===== src/psm_pkg.sv =====
// Package for the printer engine status monitor: constants and carriers.
// Assumes a single 100 MHz core clock and synchronous sensor inputs.
package psm_pkg;

  // Clock period in ns
  localparam int unsigned CLK_PERIOD_NS = 10;
  // Toner sensing cycle in microseconds (1.965 s)
  localparam longint unsigned SENSE_CYCLE_US = 64'd1965000;
  // Sensing cycle in clocks, rounded down as a longest time
  localparam longint unsigned SENSE_CYCLE_CYC = (SENSE_CYCLE_US * 64'd1000) / CLK_PERIOD_NS;
  // Stuck alarm after this many sensing cycles without change
  localparam int unsigned STUCK_CYCLES = 2;
  // Consecutive samples needed to set or clear toner low
  localparam logic [1:0] SAMPLE_RUN = 2'h2;
  // Default encounter length that counts as low (clocks), arbitrary
  localparam logic [31:0] LOW_ENC_DEF = 32'h0100_0000;
  // Counter width for timers
  localparam int unsigned CNT_W = 32;

  // Reset values
  localparam logic RST_LOW = 1'b0;
  localparam logic [CNT_W-1:0] RST_CNT = 32'h0;

  // Paper size codes
  typedef enum logic [3:0] {
    PSM_SZ_NONE = 4'h0,
    PSM_SZ_LETTER = 4'h1,
    PSM_SZ_EXEC = 4'h2,
    PSM_SZ_A4 = 4'h3,
    PSM_SZ_LEGAL14 = 4'h4,
    PSM_SZ_LEGAL13 = 4'h5,
    PSM_SZ_B5 = 4'h6,
    PSM_SZ_A5 = 4'h7,
    PSM_SZ_A6 = 4'h8,
    PSM_SZ_UNKNOWN = 4'hF
  } psm_size_e;

  // Toner sample phase, Gray coded
  typedef enum logic [1:0] {
    PSM_TS_IDLE = 2'b00,
    PSM_TS_ENC = 2'b01
  } psm_tstate_e;

  // Four cassette switches, first in bit 3
  typedef struct packed {
    logic size_switch_first;
    logic size_switch_second;
    logic size_switch_third;
    logic size_switch_fourth;
  } psm_sw_s;

  // Status reported to the engine processor
  typedef struct packed {
    logic cover_open_status;
    logic hv_enable;
    logic hv_supply_enable;
    logic toner_low;
    logic toner_alarm;
    logic size_valid;
    psm_size_e size_code;
  } psm_stat_s;

endpackage : psm_pkg


===== src/psm_monitor.sv =====
// Engine status monitor: cover interlock, toner low qualify, cassette size.
// Assumes all sensor inputs are already synchronous to core_clk.
//
// Notes on behaviour
// - Open cover: flag it, cut all high voltage
// - Long magnet encounter means low sample
// - Two consecutive low samples set toner low
// - Two consecutive full samples clear toner low
// - No sensor change two cycles raises alarm
// - Drum stopped freezes sampling, counts and timer
// - Read size switches while cassette inserted
// - Decode switch pattern into paper size
`timescale 1ns/1ps
module psm_monitor (
  input wire logic core_clk,
  input wire logic reset_n,
  input wire logic cover_switch_open,
  input wire logic hv_request,
  input wire logic toner_magnet,
  input wire logic drum_running,
  input wire logic [31:0] low_encounter_cycles,
  input wire logic cassette_present,
  input wire psm_pkg::psm_sw_s size_switches,
  output psm_pkg::psm_stat_s status
);
  import psm_pkg::*;

  // Entire module state; one register holds it all
  // Counters are full width so the stuck span fits without a prescaler
  typedef struct packed {
    psm_stat_s stat; // Reported status, drives the port directly
    psm_tstate_e ts; // Encounter phase
    logic mag_prev; // Sensor level at the last running edge
    logic [CNT_W-1:0] enc_cnt; // Length of the current encounter
    logic [CNT_W-1:0] still_cnt; // Clocks since the last sensor change
    logic [1:0] low_run; // Consecutive low samples, saturating
    logic [1:0] full_run; // Consecutive full samples, saturating
  } psm_state_s;

  psm_state_s st_r; // Registered state
  psm_state_s st_nxt; // Next state

  // Size lookup; unmatched codes fall to unknown
  function automatic psm_size_e psm_decode(input logic [3:0] sw);
    case (sw)
      4'h7: psm_decode = PSM_SZ_LETTER;
      4'h5: psm_decode = PSM_SZ_EXEC;
      4'h3: psm_decode = PSM_SZ_A4;
      4'hE: psm_decode = PSM_SZ_LEGAL14;
      4'hB: psm_decode = PSM_SZ_LEGAL13;
      4'hD: psm_decode = PSM_SZ_B5;
      4'hC: psm_decode = PSM_SZ_A5;
      4'h9: psm_decode = PSM_SZ_A6;
      default: psm_decode = PSM_SZ_UNKNOWN;
    endcase
  endfunction : psm_decode

  // Next-state logic
  // Every field holds unless a branch below gives it a new value
  always_comb begin
    logic low_sample; // Finished sample was long
    logic sample_done; // A sample ended this cycle
    low_sample = 1'b0;
    sample_done = 1'b0;
    // Start from the held state
    st_nxt = st_r;
    // Interlock is combinational-free: one flop from switch to outputs
    st_nxt.stat.cover_open_status = cover_switch_open;
    st_nxt.stat.hv_enable = hv_request & ~cover_switch_open;
    st_nxt.stat.hv_supply_enable = ~cover_switch_open;
    // Toner path only runs while the drum turns
    if (drum_running) begin
      st_nxt.mag_prev = toner_magnet;
      // Stuck timer: restarts on any edge of the sensor
      // A sensor change also drops an alarm already raised
      // Limitation: the span is a package constant, far beyond a short run
      if (toner_magnet != st_r.mag_prev) begin
        st_nxt.still_cnt = RST_CNT;
        st_nxt.stat.toner_alarm = 1'b0;
      end else if (st_r.still_cnt < CNT_W'(SENSE_CYCLE_CYC * STUCK_CYCLES)) begin
        st_nxt.still_cnt = st_r.still_cnt + 32'h1;
      end else begin
        // Timer ran out: hold the count and raise the alarm
        st_nxt.stat.toner_alarm = 1'b1;
      end
      // Encounter measurement
      // Count starts on the first high sample and ends when the lever drops
      case (st_r.ts)
        // Waiting for the magnets to meet
        PSM_TS_IDLE: begin
          if (toner_magnet) begin
            st_nxt.ts = PSM_TS_ENC;
            st_nxt.enc_cnt = 32'h1;
          end
        end
        // Magnets in encounter
        PSM_TS_ENC: begin
          if (toner_magnet) begin
            // Saturate so very long encounters stay low
            if (st_r.enc_cnt != 32'hFFFF_FFFF) begin
              st_nxt.enc_cnt = st_r.enc_cnt + 32'h1;
            end
          end else begin
            // Lever released: this ends one toner sample
            st_nxt.ts = PSM_TS_IDLE;
            sample_done = 1'b1;
            low_sample = st_r.enc_cnt >= low_encounter_cycles;
          end
        end
        default: st_nxt.ts = PSM_TS_IDLE;
      endcase
      // Hysteresis on sample runs
      // Runs saturate at the needed count so a long streak cannot wrap
      // A sample of the other kind restarts the opposite run
      if (sample_done) begin
        // Low sample: one more low, full run broken
        if (low_sample) begin
          st_nxt.full_run = 2'h0;
          st_nxt.low_run = (st_r.low_run == SAMPLE_RUN) ? SAMPLE_RUN : st_r.low_run + 2'h1;
          if (st_r.low_run + 2'h1 >= SAMPLE_RUN) st_nxt.stat.toner_low = 1'b1;
        end else begin
          // Full sample: one more full, low run broken
          st_nxt.low_run = 2'h0;
          st_nxt.full_run = (st_r.full_run == SAMPLE_RUN) ? SAMPLE_RUN : st_r.full_run + 2'h1;
          if (st_r.full_run + 2'h1 >= SAMPLE_RUN) st_nxt.stat.toner_low = 1'b0;
        end
      end
    end
    // Size read only with a cassette in place
    // Tabs are not driven without a cassette, so their pattern is ignored then
    if (cassette_present) begin
      st_nxt.stat.size_code = psm_decode(size_switches);
      st_nxt.stat.size_valid = (psm_decode(size_switches) != PSM_SZ_UNKNOWN);
    end else begin
      // No cassette: no size
      st_nxt.stat.size_code = PSM_SZ_NONE;
      st_nxt.stat.size_valid = 1'b0;
    end
  end

  // State register
  // Async reset clears status, so high voltage is off while reset is held
  always_ff @(posedge core_clk or negedge reset_n) begin
    if (!reset_n) begin
      st_r <= '0; // High voltage off until first clock
    end else begin
      st_r <= st_nxt;
    end
  end

  // Port is the registered copy: no logic after the flop
  assign status = st_r.stat;

  // Cover open forces high voltage off next cycle
  a_cover_hv_off: assert property (@(posedge core_clk) disable iff (!reset_n)
    cover_switch_open |=> (status.cover_open_status && !status.hv_enable && !status.hv_supply_enable))
    else $error("high voltage not cut on open cover");
  // Low flag needs a prior low run
  a_low_set_run: assert property (@(posedge core_clk) disable iff (!reset_n)
    $rose(status.toner_low) |-> $past(st_r.low_run) >= 2'h1)
    else $error("toner low set without two low samples");
  // Clear needs a prior full run
  a_low_clr_run: assert property (@(posedge core_clk) disable iff (!reset_n)
    $fell(status.toner_low) |-> $past(st_r.full_run) >= 2'h1)
    else $error("toner low cleared without two full samples");
  // Stopped drum freezes toner state
  a_drum_freeze: assert property (@(posedge core_clk) disable iff (!reset_n)
    !drum_running |=> $stable(st_r.still_cnt) && $stable(status.toner_low))
    else $error("toner logic moved while drum stopped");
  // Alarm only after the full stuck time
  a_alarm_time: assert property (@(posedge core_clk) disable iff (!reset_n)
    $rose(status.toner_alarm) |-> st_r.still_cnt == CNT_W'(SENSE_CYCLE_CYC * STUCK_CYCLES))
    else $error("alarm raised early");
  // Letter decode
  a_size_letter: assert property (@(posedge core_clk) disable iff (!reset_n)
    (cassette_present && size_switches == 4'h7) |=> status.size_code == PSM_SZ_LETTER)
    else $error("letter pattern misdecoded");
  // Undefined pattern flagged
  a_size_unknown: assert property (@(posedge core_clk) disable iff (!reset_n)
    (cassette_present && size_switches == 4'h0) |=> !status.size_valid)
    else $error("undefined pattern reported valid");
  // No cassette gives no size
  a_size_absent: assert property (@(posedge core_clk) disable iff (!reset_n)
    !cassette_present |=> status.size_code == PSM_SZ_NONE)
    else $error("size reported without cassette");
  // No request keeps the transfer output off
  a_hv_request_off: assert property (@(posedge core_clk) disable iff (!reset_n)
    !hv_request |=> !status.hv_enable)
    else $error("high voltage on without a request");
  // Closed cover restores the supply feed
  a_supply_closed: assert property (@(posedge core_clk) disable iff (!reset_n)
    !cover_switch_open |=> (status.hv_supply_enable && !status.cover_open_status))
    else $error("supply feed cut with cover closed");
  // Long encounter after a low sample sets the flag
  a_low_sample: assert property (@(posedge core_clk) disable iff (!reset_n)
    (drum_running && st_r.ts == PSM_TS_ENC && !toner_magnet && st_r.low_run != 2'h0 &&
      st_r.enc_cnt >= low_encounter_cycles) |=> status.toner_low)
    else $error("long encounter not taken as low");
  // Short encounter after a full sample clears the flag
  a_full_sample: assert property (@(posedge core_clk) disable iff (!reset_n)
    (drum_running && st_r.ts == PSM_TS_ENC && !toner_magnet && st_r.full_run != 2'h0 &&
      st_r.enc_cnt < low_encounter_cycles) |=> !status.toner_low)
    else $error("short encounter not taken as full");
  // No alarm before the stuck timer has run out
  a_alarm_early: assert property (@(posedge core_clk) disable iff (!reset_n)
    (st_r.still_cnt < CNT_W'(SENSE_CYCLE_CYC * STUCK_CYCLES)) |-> !status.toner_alarm)
    else $error("alarm raised before stuck time");
  // A sensor change while running drops the alarm
  a_alarm_clear: assert property (@(posedge core_clk) disable iff (!reset_n)
    (drum_running && (toner_magnet != st_r.mag_prev)) |=> !status.toner_alarm)
    else $error("alarm kept after sensor change");
  // Stopped drum also holds the sample runs and phase
  a_run_freeze: assert property (@(posedge core_clk) disable iff (!reset_n)
    !drum_running |=> ($stable(st_r.low_run) && $stable(st_r.full_run) && $stable(st_r.ts)))
    else $error("sample runs moved while drum stopped");
  // A4 decode, reported as a valid size
  a_size_a4: assert property (@(posedge core_clk) disable iff (!reset_n)
    (cassette_present && size_switches == 4'h3) |=>
      (status.size_code == PSM_SZ_A4 && status.size_valid))
    else $error("a4 pattern misdecoded");

endmodule : psm_monitor


===== config.mk =====
export PLATFORM = sky130hd
export DESIGN_NAME = psm_monitor
export DESIGN_NICKNAME = d
export VERILOG_FILES = /design/src/psm_pkg.sv /design/src/psm_monitor.sv
export SDC_FILE = /design/constraint.sdc
export NUM_CORES = 1
export LEC_CHECK = 0
export BUFFER_PORTS_ARGS = -buffer_cell sky130_fd_sc_hd__buf_2
export CORE_MARGIN = 1.5
export CORE_UTILIZATION = 40
export DETAILED_ROUTE_END_ITERATION = 8
export GPL_TIMING_DRIVEN = 0
export PLACE_DENSITY_LB_ADDON = 0.25
export SETUP_SLACK_MARGIN = 0.15
export SLEW_MARGIN = 20
export SYNTH_ARGS = -nofsm -noshare
export SYNTH_HDL_FRONTEND = slang
export SYNTH_SLANG_ARGS = --single-unit

===== constraint.sdc =====
create_clock -name core_clk -period 4 [get_ports core_clk]
set_input_delay 0.4 -clock core_clk [delete_from_list [all_inputs] [get_ports core_clk]]
set_output_delay 0.4 -clock core_clk [all_outputs]
set_load 0.01 [all_outputs]

==> impl_metrics.ini <==
[worst_setup_path]
crit_arrival_ps = 2950
cp.required_ps = 4230
crit_type = register to register
path_buf_inv = 0
cp.depth = 7
slowest_stage = nor4_1
critPathMaxStageDelay_ps = 540
crit_chain = ha_1 > nand4_1 > nor4_1 > nand2_1 > a31oi_1 > o311ai_0 > a22o_1
worstSetupEndpointType = register
startpoint_type = register
cp_top_family = simple AND/OR/NAND/NOR gates
reg2reg_depth = 7
cp_max_fo = 5

[run]
cap_violations = 0

[grt]
grt_max_degree = 55
grtUsageTotal = 0.1839
antenna_found_initial = 0
grt.overflow.total = 0
grt_pass1_vias = 4376
grt_pass1_wl_um = 20870

[sta]
timing.fmax_mhz = 368.8
fin_crit_ps = 2711
period_share = 0.6778
max_slew_margin = 0.2990
maxSlewViolCount = 0
fin_worst_skew_ps = 7.278
setup_viol_count_final = 0
worstMarginPinSlew_ps = 1038
setup_tns_ps = 0
finalHoldViolCount = 0
setup_slack_ps = 1289
rsz0062_at_grt = false

[place]
dp_slack_ps = 1246
portBuffers = 50
routabilityCongestion = 0.8482
dp_hpwl_um = 9047

[final_layout]
drive_above_1_share = 0.1583
final_cell_mix = 80 x dfrtp_1, 65 x nor2_1, 62 x nand2_1
nNetsFinal = 756
antenna_cells = 0
final_util = 0.4779
syn2layout_area_growth_pct = 15.15
layout_commonest_cell = dfrtp_1

[logic_synthesis]
yosys_register_bits = 80
syn_nets = 693
yosysUniqueCellTypes = 63
yosys.area_share.simple = 0.2615
yosys.area_share.xor_xnor = 0.05617
synth-main-ff-cell = dfrtp_1
syn_area_per_cell_um2 = 8.719
async_reset_ff_frac = 1.000
synth_compound_area_frac = 0.1274
synthesis.area_um2 = 5301
synth_top_family_by_area = simple AND/OR/NAND/NOR gates
synth-edff-count = 0
synthAdderAreaFrac = 0.1010
yosysWarnings = 0
synth_cells = 608
yosys-mux-area-fraction = 0.007789
ys_seq_area_frac = 0.3776

[routing]
drt-met1-wl_um = 5743
wire_per_inst_um = 14.32
dr_wl_met3_um = 579
drt-initial-drc-count = 327
via_count = 4548
route.met2.wl_um = 5656
route.detailed.drc = 0
vias_per_cell = 5.363
drtPass1Iterations = 5
wl_um = 12140
ant_nets = 0
maxUsedRoutingLayer = met4

[power_and_ir_drop]
p_sw_uw = 647.1
p_per_area_nw_per_um2 = 350.0
leakage_nw = 2.895
p_total_mw = 2.137
intPower_mw = 1.490
power_frac_seq = 0.427
clkPwrFrac = 0.389
sw_frac_of_total = 0.3029
worst_ir_drop_vdd_mv = 0.2280
pwr-share-comb = 0.184

[floorplan]
pin_count = 53
die_h_um = 118.1
start_util = 0.4150
die_area_um2 = 13950
rows = 41
core_um2 = 12770
die_w_um = 118.1

[clocking]
post_cts_buffers = 0
cts_root_buf = clkbuf_16
h-tree-depth = 3
clock-sinks = 80
cts_made_buffers = 9
hold_buffers = 1
cts_resized = 0
cts_tree = done
clkLatencyLatePin_ps = 340
path_clk_slew_ps = 60
clockBufferDepth = 2

[worst_hold_path]
min_path_cells = 1
hold_class = primary input to register

[status]
status = finished clean
-- path summary, 6_finish.rpt --
kind	startpoint	slack, ps	end
max	st_r[65]	1290	st_r[1]
min	cover_switch_open	190	status[9]
max reg2reg	st_r[65]	1290	st_r[1]
min reg2reg	st_r[2]	490	st_r[2]
max in group asynchronous	reset_n	2890	st_r[26]
min in group asynchronous	reset_n	510	status[8]
-- layer usage --
| layer | global-route usage | vias up |
|---|---|---|
| li1 | - | 2277 |
| met1 | 0.2472 | 2143 |
| met2 | 0.2925 | 111 |
| met3 | 0.05039 | 17 |
| met4 | 0.04726 | 0 |
| met5 | 0 | - |
-- per-stage QoR --
step / instances / hold WS [ps] / instance area (µm²)
floorplan: 608 / 104.4 / 5301
detailed placement: 831 / 351.5 / 5797
global route: 848 / 170.6 / 6105
global placement: 830 / 466.5 / 5767
CTS: 848 / 171.5 / 6105
finish: 848 / 185.2 / 6105
-- final cells by class --
type / instances / area, µm²
Fill cell: 1230 / 6669
Multi-Input combinational cell: 446 / 2937
Sequential cell: 80 / 2002
Timing Repair Buffer: 52 / 290.3
Clock buffer: 10 / 229.0
Tap cell: 172 / 215.2
Inverter: 51 / 191.4
Buffer: 31 / 171.4
Clock inverter: 6 / 68.82
-- cell families (layout without fill, tap and decap cells) --
logic type,after synthesis,after routing
xor+xnor,34,34
fa+ha+maj,43,43
simple gates,261,261
buf+inv,82,150
mux,4,4
compound gates,104,104
flops,80,80
-- registers in the layout, indices dropped and copies added (netlist names) --
register and count:
st_r 70, status 10
-- synth_stat cells, types with 3 or more instances --
cell	number	area, µm²
buf_2	4	20.02
clkbuf_1	13	48.80
nand4_1	14	87.58
and4_4	3	33.78
o21ai_0	19	95.09
and4_1	5	43.79
ha_1	42	525.5
nor2_1	65	244.0
a41o_1	3	30.03
buf_4	11	82.58
nand3_1	28	140.1
mux2i_1	3	30.03
o211ai_1	3	22.52
nand2_1	62	232.7
nor3_1	21	105.1
o31ai_1	7	52.55
xnor2_1	30	262.8
and2_1	8	50.05
nand2b_1	3	18.77
xor2_1	4	35.03
inv_1	51	191.4
o41ai_1	3	26.28
a31o_2	5	43.79
o311ai_0	4	35.03
and3_1	11	68.82
dfrtp_1	80	2002
a31oi_1	9	56.30
nor4_1	17	106.4
a21oi_1	32	160.2
nor4b_1	3	26.28
o22ai_1	4	25.02
-- power by group through the flow --
stage          Clock (mW)  Sequential, mW  Combinational [mW]
2_1_floorplan           0           0.911               0.266
3_3_place_gp            0           0.923               0.373
3_5_place_dp            0           0.926               0.396
4_1_cts             0.853           0.911               0.399
5_1_grt             0.889           0.920               0.450
6_report            0.830           0.912               0.394
No activity file was read; power rests on OpenSTA's default activity.
